$ cat src/rtl/zh_map.svh
// Register indices, field positions, codes and timing of the zone link
`ifndef ZH_MAP_SVH
`define ZH_MAP_SVH
// Write side of the link
`define ZH_W_ACC_UP   8'h68
`define ZH_W_ACC_DN   8'hb8
`define ZH_W_REL_UP   8'h69
`define ZH_W_REL_DN   8'hb9
`define ZH_W_DISCH    8'he8
// Read side of the link
`define ZH_R_ACC_UP   8'h68
`define ZH_R_ACC_DN   8'hb8
`define ZH_R_DISCH    8'he8
`define ZH_R_STAT_UP  8'h69
`define ZH_R_STAT_DN  8'h6a
`define ZH_R_ARR_UP   8'h6b
`define ZH_R_DEP_UP   8'h74
`define ZH_R_ARR_DN   8'hb9
`define ZH_R_DEP_DN   8'hba
`define ZH_R_RCNT_UP  8'h23
`define ZH_R_RCNT_DN  8'h58
`define ZH_R_TRK_UP1  8'hc0
`define ZH_R_TRK_UP2  8'hc1
`define ZH_R_FWD1     8'hc2
`define ZH_R_FWD2     8'hc3
`define ZH_R_FLAGS    8'hc4
// Accumulation control bits
`define ZH_B_HOLD     0
`define ZH_B_NBR      8
`define ZH_B_ARRIVED  9
`define ZH_B_WAKE     12
// Discharge status and zone status codes
`define ZH_DISCH_CLR  16'h0001
`define ZH_DISCH_FULL 16'h0005
`define ZH_ST_CLR_STOP 16'h0001
`define ZH_ST_CLR_RUN  16'h0002
`define ZH_ST_OCC_STOP 16'h0004
`define ZH_ST_OCC_RUN  16'h0005
// Host software port
`define ZH_H_CTRL     9'h000
`define ZH_H_CMD      9'h001
`define ZH_H_STAT     9'h002
`define ZH_H_RAW      8
// Timing
`define ZH_CLK_HZ     10000000
`define ZH_JAM_MS     50
`define ZH_JAM_CYC    (`ZH_JAM_MS * `ZH_CLK_HZ / 1000)
`endif

$ cat src/rtl/zh_pkg.sv
// Types shared by both ends of the zone link
`include "zh_map.svh"
package zh_pkg;
  typedef enum logic [2:0] {
    H_IDLE, H_CNT, H_REL, H_DIV8, H_M12, H_POLL, H_PWAIT, H_MC8
  } zh_hst_t;

  typedef struct packed {
    logic [15:0] acc_up, acc_dn, disch, rel_up, rel_dn;
    logic [15:0] arr_up, dep_up, arr_dn, dep_dn;
    logic [15:0] trk_up1, trk_up2, trk_dn1, trk_dn2, fwd1, fwd2;
    logic [15:0] rdata;
    logic [23:0] jam_cnt;
    logic        rel_up_p, rel_dn_p, up_s, dn_s, wait_conf, jam, long_m;
  } zh_dev_st_t;

  typedef struct packed {
    zh_hst_t     st;
    logic [2:0]  ctrl;
    logic [15:0] acc_up, acc_dn, cnt, rdata;
    logic        conf_p, d9s_p, d9c_p, ru_p, rd_p, mrg_p, rel_dn_sel;
    logic        rsel, rcv_s, div_s;
  } zh_plc_st_t;

  function automatic logic [15:0] zh_stat(input logic occ, input logic run);
    if (occ) return run ? `ZH_ST_OCC_RUN : `ZH_ST_OCC_STOP;
    return run ? `ZH_ST_CLR_RUN : `ZH_ST_CLR_STOP;
  endfunction : zh_stat
endpackage : zh_pkg

$ cat src/rtl/zh_if.sv
// Register link between the zone controller and the PLC
`timescale 1ns/10ps
`default_nettype none
interface zh_if;
  logic [7:0]  addr;
  logic [15:0] wdata;
  logic        wr;
  logic        rd;
  logic [15:0] rdata;
  modport dev (input addr, input wdata, input wr, input rd, output rdata);
  modport plc (output addr, output wdata, output wr, output rd, input rdata);
endinterface : zh_if
`default_nettype wire

$ cat src/rtl/zh_plc.sv
// Zone handoff handshake: PLC end of the link with its software port
`timescale 1ns/10ps
`default_nettype none
`include "zh_map.svh"
module zh_plc import zh_pkg::*; (
  // Clock and reset
  input  wire logic        clk,
  input  wire logic        rstn,
  // Software port
  input  wire logic [8:0]  sw_addr,
  input  wire logic [15:0] sw_wdata,
  input  wire logic        sw_wr,
  input  wire logic        sw_rd,
  output logic [15:0]      sw_rdata,
  // Photo sensors, blocked high
  input  wire logic        receiving_conveyor_photo_sensor,
  input  wire logic        divert_lane_photo_sensor,
  // Link to the zone controller
  zh_if.plc                lnk
);
  ////////////////////////////////////////////////////////////////////////////
  zh_plc_st_t  s_reg, s_next;
  logic        raw, go, owr;
  logic [7:0]  oaddr;
  logic [15:0] odata, nbr_up, nbr_dn;

  assign raw = sw_addr[`ZH_H_RAW] && (sw_wr || sw_rd);
  assign lnk.addr  = raw ? sw_addr[7:0] : oaddr;
  assign lnk.wdata = raw ? sw_wdata : odata;
  assign lnk.wr    = raw ? sw_wr : (go && owr);
  assign lnk.rd    = raw ? sw_rd : (go && !owr);
  assign sw_rdata  = s_reg.rsel ? lnk.rdata : s_reg.rdata;

  ////////////////////////////////////////////////////////////////////////////
  always_comb begin
    s_next       = s_reg;
    go           = 1'b0;
    owr          = 1'b1;
    oaddr        = `ZH_W_ACC_UP;
    odata        = s_reg.acc_up;
    nbr_up       = s_reg.acc_up;
    nbr_dn       = s_reg.acc_dn;
    s_next.rcv_s = receiving_conveyor_photo_sensor;
    s_next.div_s = divert_lane_photo_sensor;
    s_next.rsel  = raw && sw_rd;
    s_next.rdata = 16'h0000;

    // Software access to own registers
    if (sw_wr && sw_addr == `ZH_H_CTRL)
      s_next.ctrl = sw_wdata[2:0];
    if (sw_wr && sw_addr == `ZH_H_CMD) begin
      // Neighbour hold goes to the right register
      nbr_up[`ZH_B_NBR] = s_reg.ctrl[2] ? sw_wdata[2] : s_reg.acc_up[`ZH_B_NBR];
      nbr_dn[`ZH_B_NBR] = s_reg.ctrl[2] ? s_reg.acc_dn[`ZH_B_NBR] : sw_wdata[2];
    end
    if (sw_rd && sw_addr == `ZH_H_CTRL)
      s_next.rdata = {13'h0000, s_reg.ctrl};
    if (sw_rd && sw_addr == `ZH_H_STAT)
      s_next.rdata = {10'h000, s_reg.st != H_IDLE, s_reg.mrg_p,
                      s_reg.rd_p, s_reg.ru_p, s_reg.d9c_p, s_reg.d9s_p};

    // Link sequencer, yields to raw software access
    case (s_reg.st)
      H_IDLE: begin
        go = 1'b1;
        if (s_reg.conf_p) begin
          oaddr = `ZH_W_DISCH;
          odata = `ZH_DISCH_FULL;
          if (!raw) s_next.conf_p = 1'b0;
        end else if (nbr_up != s_reg.acc_up) begin
          odata = nbr_up;
          if (!raw) s_next.acc_up = nbr_up;
        end else if (nbr_dn != s_reg.acc_dn) begin
          oaddr = `ZH_W_ACC_DN;
          odata = nbr_dn;
          if (!raw) s_next.acc_dn = nbr_dn;
        end else if (s_reg.d9s_p) begin
          odata = s_reg.acc_up | 16'h0200;
          if (!raw) begin
            s_next.acc_up = odata;
            s_next.d9s_p  = 1'b0;
          end
        end else if (s_reg.d9c_p) begin
          odata = s_reg.acc_up & 16'hfdff;
          if (!raw) begin
            s_next.acc_up = odata;
            s_next.d9c_p  = 1'b0;
            s_next.st     = H_DIV8;
          end
        end else if (s_reg.ru_p || s_reg.rd_p) begin
          owr   = 1'b0;
          oaddr = s_reg.ru_p ? `ZH_R_RCNT_UP : `ZH_R_RCNT_DN;
          if (!raw) begin
            s_next.rel_dn_sel = !s_reg.ru_p;
            s_next.st         = H_CNT;
          end
        end else if (s_reg.mrg_p) begin
          odata = s_reg.acc_up | 16'h0100;
          if (!raw) begin
            s_next.acc_up = odata;
            s_next.mrg_p  = 1'b0;
            s_next.st     = H_M12;
          end
        end else begin
          go = 1'b0;
        end
      end
      H_CNT: begin
        s_next.cnt = lnk.rdata + 16'h0001;
        s_next.st  = H_REL;
      end
      H_REL: begin
        go    = 1'b1;
        oaddr = s_reg.rel_dn_sel ? `ZH_W_REL_DN : `ZH_W_REL_UP;
        odata = s_reg.cnt;
        if (!raw) begin
          if (s_reg.rel_dn_sel) s_next.rd_p = 1'b0;
          else s_next.ru_p = 1'b0;
          s_next.st = H_IDLE;
        end
      end
      H_DIV8: begin
        go    = 1'b1;
        odata = s_reg.acc_up & 16'hfeff;
        if (!raw) begin
          s_next.acc_up = odata;
          s_next.st     = H_IDLE;
        end
      end
      H_M12: begin
        go    = 1'b1;
        odata = s_reg.acc_up | 16'h1000;
        if (!raw) begin
          s_next.acc_up = odata;
          s_next.st     = H_POLL;
        end
      end
      H_POLL: begin
        go    = 1'b1;
        owr   = 1'b0;
        oaddr = `ZH_R_STAT_UP;
        if (!raw) s_next.st = H_PWAIT;
      end
      H_PWAIT: begin
        if (lnk.rdata == `ZH_ST_OCC_STOP || lnk.rdata == `ZH_ST_OCC_RUN) begin
          go    = 1'b1;
          odata = s_reg.acc_up & 16'hefff;
          if (!raw) begin
            s_next.acc_up = odata;
            s_next.st     = H_MC8;
          end else begin
            s_next.st = H_POLL;
          end
        end else begin
          s_next.st = H_POLL;
        end
      end
      H_MC8: begin
        go    = 1'b1;
        odata = s_reg.acc_up & 16'hfeff;
        if (!raw) begin
          s_next.acc_up = odata;
          s_next.st     = H_IDLE;
        end
      end
      default: s_next.st = H_IDLE;
    endcase

    // New requests win over a service in the same cycle
    if (sw_wr && sw_addr == `ZH_H_CMD) begin
      if (sw_wdata[0]) s_next.ru_p  = 1'b1;
      if (sw_wdata[1]) s_next.rd_p  = 1'b1;
      if (sw_wdata[4]) s_next.mrg_p = 1'b1;
    end
    if (receiving_conveyor_photo_sensor && !s_reg.rcv_s && s_reg.ctrl[0])
      s_next.conf_p = 1'b1;
    if (divert_lane_photo_sensor && !s_reg.div_s && s_reg.ctrl[1])
      s_next.d9s_p = 1'b1;
    if (!divert_lane_photo_sensor && s_reg.div_s && s_reg.ctrl[1])
      s_next.d9c_p = 1'b1;

    // Raw writes keep the shadow copies current
    if (raw && sw_wr && sw_addr[7:0] == `ZH_W_ACC_UP) s_next.acc_up = sw_wdata;
    if (raw && sw_wr && sw_addr[7:0] == `ZH_W_ACC_DN) s_next.acc_dn = sw_wdata;
  end

  ////////////////////////////////////////////////////////////////////////////
  always_ff @(posedge clk or negedge rstn) begin
    if (!rstn) begin
      s_reg <= '{st: H_IDLE, default: '0};
    end else begin
      s_reg <= s_next;
    end
  end
endmodule : zh_plc
`default_nettype wire

$ cat src/flat_wrapper.sv
// flat-port wrapper written by rule: the top's interface ports become plain ports
module zh_plc_flat import zh_pkg::*;
  (clk, rstn, sw_addr, sw_wdata, sw_wr, sw_rd, sw_rdata, receiving_conveyor_photo_sensor, divert_lane_photo_sensor, lnk_addr, lnk_wdata, lnk_wr, lnk_rd, lnk_rdata);
  zh_if lnk_i ();
  input  wire logic clk;
  input  wire logic rstn;
  input  wire logic [8:0] sw_addr;
  input  wire logic [15:0] sw_wdata;
  input  wire logic sw_wr;
  input  wire logic sw_rd;
  output logic [15:0] sw_rdata;
  input  wire logic receiving_conveyor_photo_sensor;
  input  wire logic divert_lane_photo_sensor;
  output wire logic [$bits(lnk_i.addr)-1:0] lnk_addr;
  output wire logic [$bits(lnk_i.wdata)-1:0] lnk_wdata;
  output wire logic [$bits(lnk_i.wr)-1:0] lnk_wr;
  output wire logic [$bits(lnk_i.rd)-1:0] lnk_rd;
  input wire logic [$bits(lnk_i.rdata)-1:0] lnk_rdata;
  assign lnk_addr = lnk_i.addr;
  assign lnk_wdata = lnk_i.wdata;
  assign lnk_wr = lnk_i.wr;
  assign lnk_rd = lnk_i.rd;
  assign lnk_i.rdata = lnk_rdata;
  zh_plc u_core (.clk(clk), .rstn(rstn), .sw_addr(sw_addr), .sw_wdata(sw_wdata), .sw_wr(sw_wr), .sw_rd(sw_rd), .sw_rdata(sw_rdata), .receiving_conveyor_photo_sensor(receiving_conveyor_photo_sensor), .divert_lane_photo_sensor(divert_lane_photo_sensor), .lnk(lnk_i));
endmodule
$ cat config.mk
export PLATFORM = sky130hd
export DESIGN_NAME = zh_plc_flat
export DESIGN_NICKNAME = d
export VERILOG_FILES = /design/src/rtl/zh_pkg.sv /design/src/rtl/zh_if.sv /design/src/rtl/zh_plc.sv /design/src/flat_wrapper.sv
export VERILOG_INCLUDE_DIRS = /design/src /design/src/rtl
export SDC_FILE = /design/constraint.sdc
export NUM_CORES = 1
export LEC_CHECK = 0
export BUFFER_PORTS_ARGS = -buffer_cell sky130_fd_sc_hd__buf_2
export CAP_MARGIN = 20
export CORE_ASPECT_RATIO = 0.7
export CORE_MARGIN = 4
export CORE_UTILIZATION = 27
export DETAILED_ROUTE_END_ITERATION = 6
export HOLD_SLACK_MARGIN = 0.02
export PLACE_DENSITY = 0.51
export SETUP_SLACK_MARGIN = 0.2
export SLEW_MARGIN = 30
export SYNTH_ARGS = -nofsm -noshare
export SYNTH_HDL_FRONTEND = slang
export SYNTH_SLANG_ARGS = --single-unit
$ cat constraint.sdc
create_clock -name clk -period 5 [get_ports clk]
set_clock_uncertainty 0.15 [all_clocks]
set_input_delay 0.25 -clock clk [delete_from_list [all_inputs] [get_ports clk]]
set_output_delay 0.25 -clock clk [all_outputs]
set_load 0.05 [all_outputs]
# Yosys cells after proc, flatten, opt, wreduce, memory -nomap -nowiden

Cells that the tools add are included.

Memory bits (read-only): 0
Bits in writable memories: 0
Register bits after elaboration: 80
Output and inout bits: 42
Bits in latches: 0
Memories: 0

Add/sub/neg operators: 1
Shift-type cells: 0
Bitwise logic cells: 6
Multiplexer cells: 113
Divide/modulo/power cells: 0
Reductions and logical operators: 48
$mul: 0
Order comparisons: 0
Eq/ne operators: 53

Operator list:

| operator                                       | number |
|---|---|
| 2-to-1 mux 16 bit                              | 16 |
| one-hot mux 16 bit (5 select lines)            | 1 |
| 2-to-1 mux 8 bit                               | 8 |
| one-hot mux 16 bit (4 select lines)            | 1 |
| 2-to-1 mux 9 bit                               | 7 |
| 2-to-1 mux 3 bit                               | 16 |
| inequality test 2 bit, second input constant   | 22 |
| 2-to-1 mux 10 bit                              | 4 |
| 2-to-1 mux 13 bit                              | 3 |
| 2-to-1 mux 1 bit                               | 37 |
| == test 16 x 3 -> 1 bit, second input constant | 2 |
| 2-to-1 mux 32 bit                              | 1 |
| 2-to-1 mux 2 bit                               | 13 |
| one-hot mux 8 bit (3 select lines)             | 1 |
| one-hot mux 3 bit (6 select lines)             | 1 |
| AND reduction 9 bit                            | 2 |
| logical AND 1 bit                              | 17 |
| adder 16 x 1 -> 16 bit, second input constant  | 1 |
| inequality test 3 bit, second input constant   | 5 |
| == test 3 bit, second input constant           | 4 |
| nonzero test 2 bit                             | 6 |
| nonzero test 3 bit                             | 4 |
| AND reduction 11 bit                           | 1 |
| AND reduction 5 bit                            | 2 |
| other kinds (27)                               | 46 |

# Logic depth before layout (Yosys ltp)

Depth in word-level cells: 13
Gate-level depth with buffers: 8
Depth with buffers taken out: 8

# Worst setup path before layout

No wires, ideal clock.

Path type: input port to output port
From: input sw_addr[3]
To: output lnk_wr
Path buffers: 1
Data arrival time: 2.702 ns
Stages on the path: 6
Setup slack: 1.898 ns
Cell sequence: nor4_4 > nand2_2 > or4b_1 > buf_2 > a32o_1 > o21ai_0

Cells in the longest elaborated chain, start to end: 10

RTL lines:

| item                                                                                     | line               | text |
|---|---|---|
| start, declared                                                                          | flat_wrapper.sv:7  | `input wire logic [8:0] sw_addr;` |
| == test 9 x 1 -> 1 bit (no line) *                                                       | n/a                |  |
| logical AND 1 bit (no line) *                                                            | n/a                |  |
| 2-to-1 mux 1 bit                                                                         | zh_plc.sv:51       | `` if (sw_wr && sw_addr == `ZH_H_CMD) begin `` |
| inequality test 1 bit                                                                    | zh_plc.sv:73       | `end else if (nbr_dn != s_reg.acc_dn) begin` |
| 2-to-1 mux 1 bit                                                                         | zh_plc.sv:73       |  |
| 2-to-1 mux 1 bit                                                                         | zh_plc.sv:70       | `end else if (nbr_up != s_reg.acc_up) begin` |
| 2-to-1 mux 1 bit                                                                         | zh_plc.sv:66       | `if (s_reg.conf_p) begin` |
| one-hot mux 1 bit (3 select lines) or one-hot mux 1 bit (2 select lines) (tied branches) | zh_plc.sv:63       | `case (s_reg.st)` |
| logical AND 1 bit *                                                                      | zh_plc.sv:30       | `assign lnk.wr = raw ? sw_wr : (go && owr);` |
| 2-to-1 mux 1 bit *                                                                       | zh_plc.sv:30       |  |
| end, declared                                                                            | flat_wrapper.sv:16 | `output wire logic [$bits(lnk_i.wr)-1:0] lnk_wr;` |

Every way passes the cells marked *; elsewhere a longest branch is shown, timed or not.

# Final worst setup path

From: register u_core.s_reg[78] (netlist name)
To: output lnk_wdata[7]

Cells in the longest elaborated chain, start to end: 4

RTL lines:

| item                                                    | line               | text |
|---|---|---|
| start, declared                                         | zh_plc.sv:22       | `zh_plc_st_t s_reg, s_next;` |
| start signal, assigned                                  | zh_plc.sv:192      | `s_reg <= s_next;` |
| == test 3 x 2 -> 1 bit or == test 3 bit (tied branches) | zh_plc.sv:63       |  |
| OR reduction 2 bit (no line)                            | n/a                |  |
| one-hot mux 16 bit (5 select lines) *                   | zh_plc.sv:63       |  |
| 2-to-1 mux 16 bit *                                     | zh_plc.sv:29       | `assign lnk.wdata = raw ? sw_wdata : odata;` |
| end, declared                                           | flat_wrapper.sv:15 | `output wire logic [$bits(lnk_i.wdata)-1:0] lnk_wdata;` |

Marked as above.

==> impl_results.md <==
- Die height: 116 µm
- Area growth, synth to finish: 22.1%
- Total track usage: 0.156
- DR pass1 iterations: 7
- Ant. Diodes: 0
- Critical path buffers and inverters: 3
- Worst EP required: 4.60 ns
- Number of I/O pins: 89
- Core Rows: 39
- CTS tree: built
- Min-Delay Path Class: input pin to flip-flop
- H-tree depth: 3
- Max-Cap Viols: 0
- Vias/cell: 5.29
- Post-CTS setup repair buffer count: 0
- Max VDD drop: 209 µV
- # nets final: 632
- Die area: 0.0189 mm²
- CP Cell Sequence: inv_1 > nor3_1 > buf_4 > a222oi_1 > a21oi_1 > o2bb2ai_1 > a21oi_1 > buf_2
- Arr. time, crit path: 3.46 ns
- Commonest non-fill, non-tap cell in the layout: buf_2
- Share of post-route cells with drive strength above 1: 0.286
- Worst path most repeated cell: a21oi_1
- Worst Setup End Kind: output pin
- Final Hold Viols: 0
- Slew margin rel.: 0.362
- M3 GR Usage: 0.0406
- # port buffers: 88
- Routed wire length per instance: 18.1 µm
- Yosys cell types: 61
- 1st-iter DRT viols: 425
- Crit start category: flip-flop
- Post-detail-place hpwl: 10700 µm
- Total negative slack: 0 ns
- Grt ovf: 0
- Initial antenna violation count: 1
- Slowest stage cell, crit path: dfrtp_1
- Number of remaining DRC errors: 6
- Global placement routability congestion: 0.893
- Final Setup Violations: 0
- Status: finished, violations left
- Cell Pwr Density: 433 mW/mm²
- Post-synthesis cell area: 0.00453 mm²
- Worst-path clk slew: 0.06 ns
- Clk sink count: 70
- Initial Util: 0.276
- Synth async-reset ratio: 1.00
- Largest register FFs: 40
- Worst slew pin tran: 0.957 ns
- Maximum fanout along the worst path: 27
- Mean Syn Cell Area: 8.96 µm²
- Failing checks: design-rule violations
- WHS: 0.0262 ns
- Placed cells: 792
- Number of enable flip-flop cells after synthesis: 0
- Yosys reg bits: 70
- CTS Buf Count: 9
- Post-Route WL: 14700 µm
- Syn Nets: 555
- Yosys Warn Count: 0
- Delay-heaviest family, CP: flip-flops
- Prevailing post-synth register cell: dfrtp_1
- Vias in the first global route: 4066
- Mapped Cells: 505
- Largest net degree at the start of global routing: 71
- Post-CTS sizing: 0
- CTS max path bufs: 2
- Layout Cells excl Fill: 812
- Hold bufs inserted after CTS: 3
- Vias after detailed routing: 4299
- Setup CP Type: flip-flop to output pin
- Grt met1 use: 0.235
- Commonest cells after routing, fill and taps aside: 88 x buf_2, 69 x dfrtp_1, 53 x nor2_1, 49 x a21oi_1, 42 x mux2_2
- Root Driver: clkbuf_16
- Clock latency on the worst-skew pair: 0.33 ns
- Final worst-path cycle share: 0.773
- Met2 usage: 0.223
- RSZ-0062 raised after global routing: false
- Pleak: 2.42 nW
- GRT busiest layer: met1
- Crit path time final: 3.86 ns
- Core Area: 0.0164 mm²
- CP max stage delay: 0.97 ns
- Slew Limit Fails: 0
- Seq/Total Area, Yosys: 0.387
- Chip width: 163 µm
- F_max: 0.259 GHz
- Number of routed nets with antenna violations: 0
- First-pass GRT wire length: 23200 µm
[area by class of cell]
class,count,area (µm²)
timing repair buffer,99,537
sequential,70,1750
fill,1735,10900
inverter,11,41.3
clock inverter,7,72.6
multi-input combinational,391,2620
tap,225,282
clock buffer,9,225
[worst paths after layout]
check                                  from          endpoint  slack (ns)  cells past startpoint
min in group asynchronous              rstn  u_core.s_reg[40]        0.42                      3
max in group asynchronous              rstn  u_core.s_reg[77]        3.82                      3
max reg2reg                u_core.s_reg[78]  u_core.s_reg[77]        1.94                      7
max                        u_core.s_reg[78]      lnk_wdata[7]        1.14                      8
min                             sw_wdata[6]  u_core.nbr_up[6]        0.03                      2
min reg2reg                 u_core.s_reg[0]   u_core.s_reg[8]        0.32                      1
[where the power goes]
group / switching, mW / total [mW] / internal (mW)
Sequential: 0.170 / 0.832 / 0.662
Combinational: 0.615 / 0.924 / 0.309
Clock: 0.251 / 0.637 / 0.387
Total: 1.04 / 2.39 / 1.36
[logic make-up (layout without fill, tap and decap cells)]
kind of cell             count (synthesis)  count (layout)  synth area share
buffers and inverters                   44             126            0.0417
AO/OA/AOI/OAI                          152             152             0.216
XOR/XNOR                                16              16            0.0310
AND/OR/NAND/NOR                        170             170             0.193
flip-flops                              70              70             0.387
multiplexers                            50              50             0.122
adder cells (fa/ha/maj)                  3               3           0.00829
[through the flow]
step           total power [mW]  utilization  setup WS (ns)  area (µm²)
3_3_place_gp               1.74        0.316           1.78        5170
6_report                   2.39        0.337           1.14        5530
2_1_floorplan              1.45            -           1.90        4530
3_5_place_dp               1.75        0.316           1.55        5180
5_1_grt                    2.54        0.337          0.823        5530
4_1_cts                    2.40        0.336           1.18        5510
[worst register-to-register path, stage by stage, from the launching register on]
cell	delay, ns
dfrtp_1	0.97
inv_1	0.36
nand2_1	0.31
nor2_2	0.05
buf_4	0.23
a221o_1	0.28
a21oi_1	0.24
mux2_1	0.35
[layer usage]
layer / routed length, µm / part of all wire / vias up
li1: - / - / 2009
met1: 7260 / 0.49 / 2126
met2: 6150 / 0.42 / 151
met3: 1150 / 0.078 / 11
met4: 111 / 0.0076 / 2
met5: 16 / 0.0011 / -
[cells in the mapped netlist (3+ instances only)]
master / n / area, µm²
and3_1: 4 / 25.0
nand4_1: 6 / 37.5
nor2_1: 54 / 203
o21ai_0: 36 / 180
o211ai_1: 3 / 22.5
o31ai_1: 6 / 45.0
nor3_1: 9 / 45.0
nand2_1: 35 / 131
a221oi_1: 3 / 26.3
and2_1: 13 / 81.3
o2bb2ai_1: 11 / 96.3
a31oi_1: 11 / 68.8
nor4_1: 3 / 18.8
mux2i_1: 7 / 70.1
nand3_1: 8 / 40.0
mux2_2: 42 / 473
xor2_1: 7 / 61.3
nand2b_1: 14 / 87.6
clkbuf_1: 23 / 86.3
a222oi_1: 11 / 110
buf_2: 6 / 30.0
a21oi_1: 49 / 245
ha_1: 3 / 37.5
nor2b_1: 5 / 31.3
inv_1: 11 / 41.3
o21a_1: 4 / 30.0
dfrtp_1: 70 / 1750
xnor2_1: 9 / 78.8
Note: power is estimated with default switching activity, not from simulation.
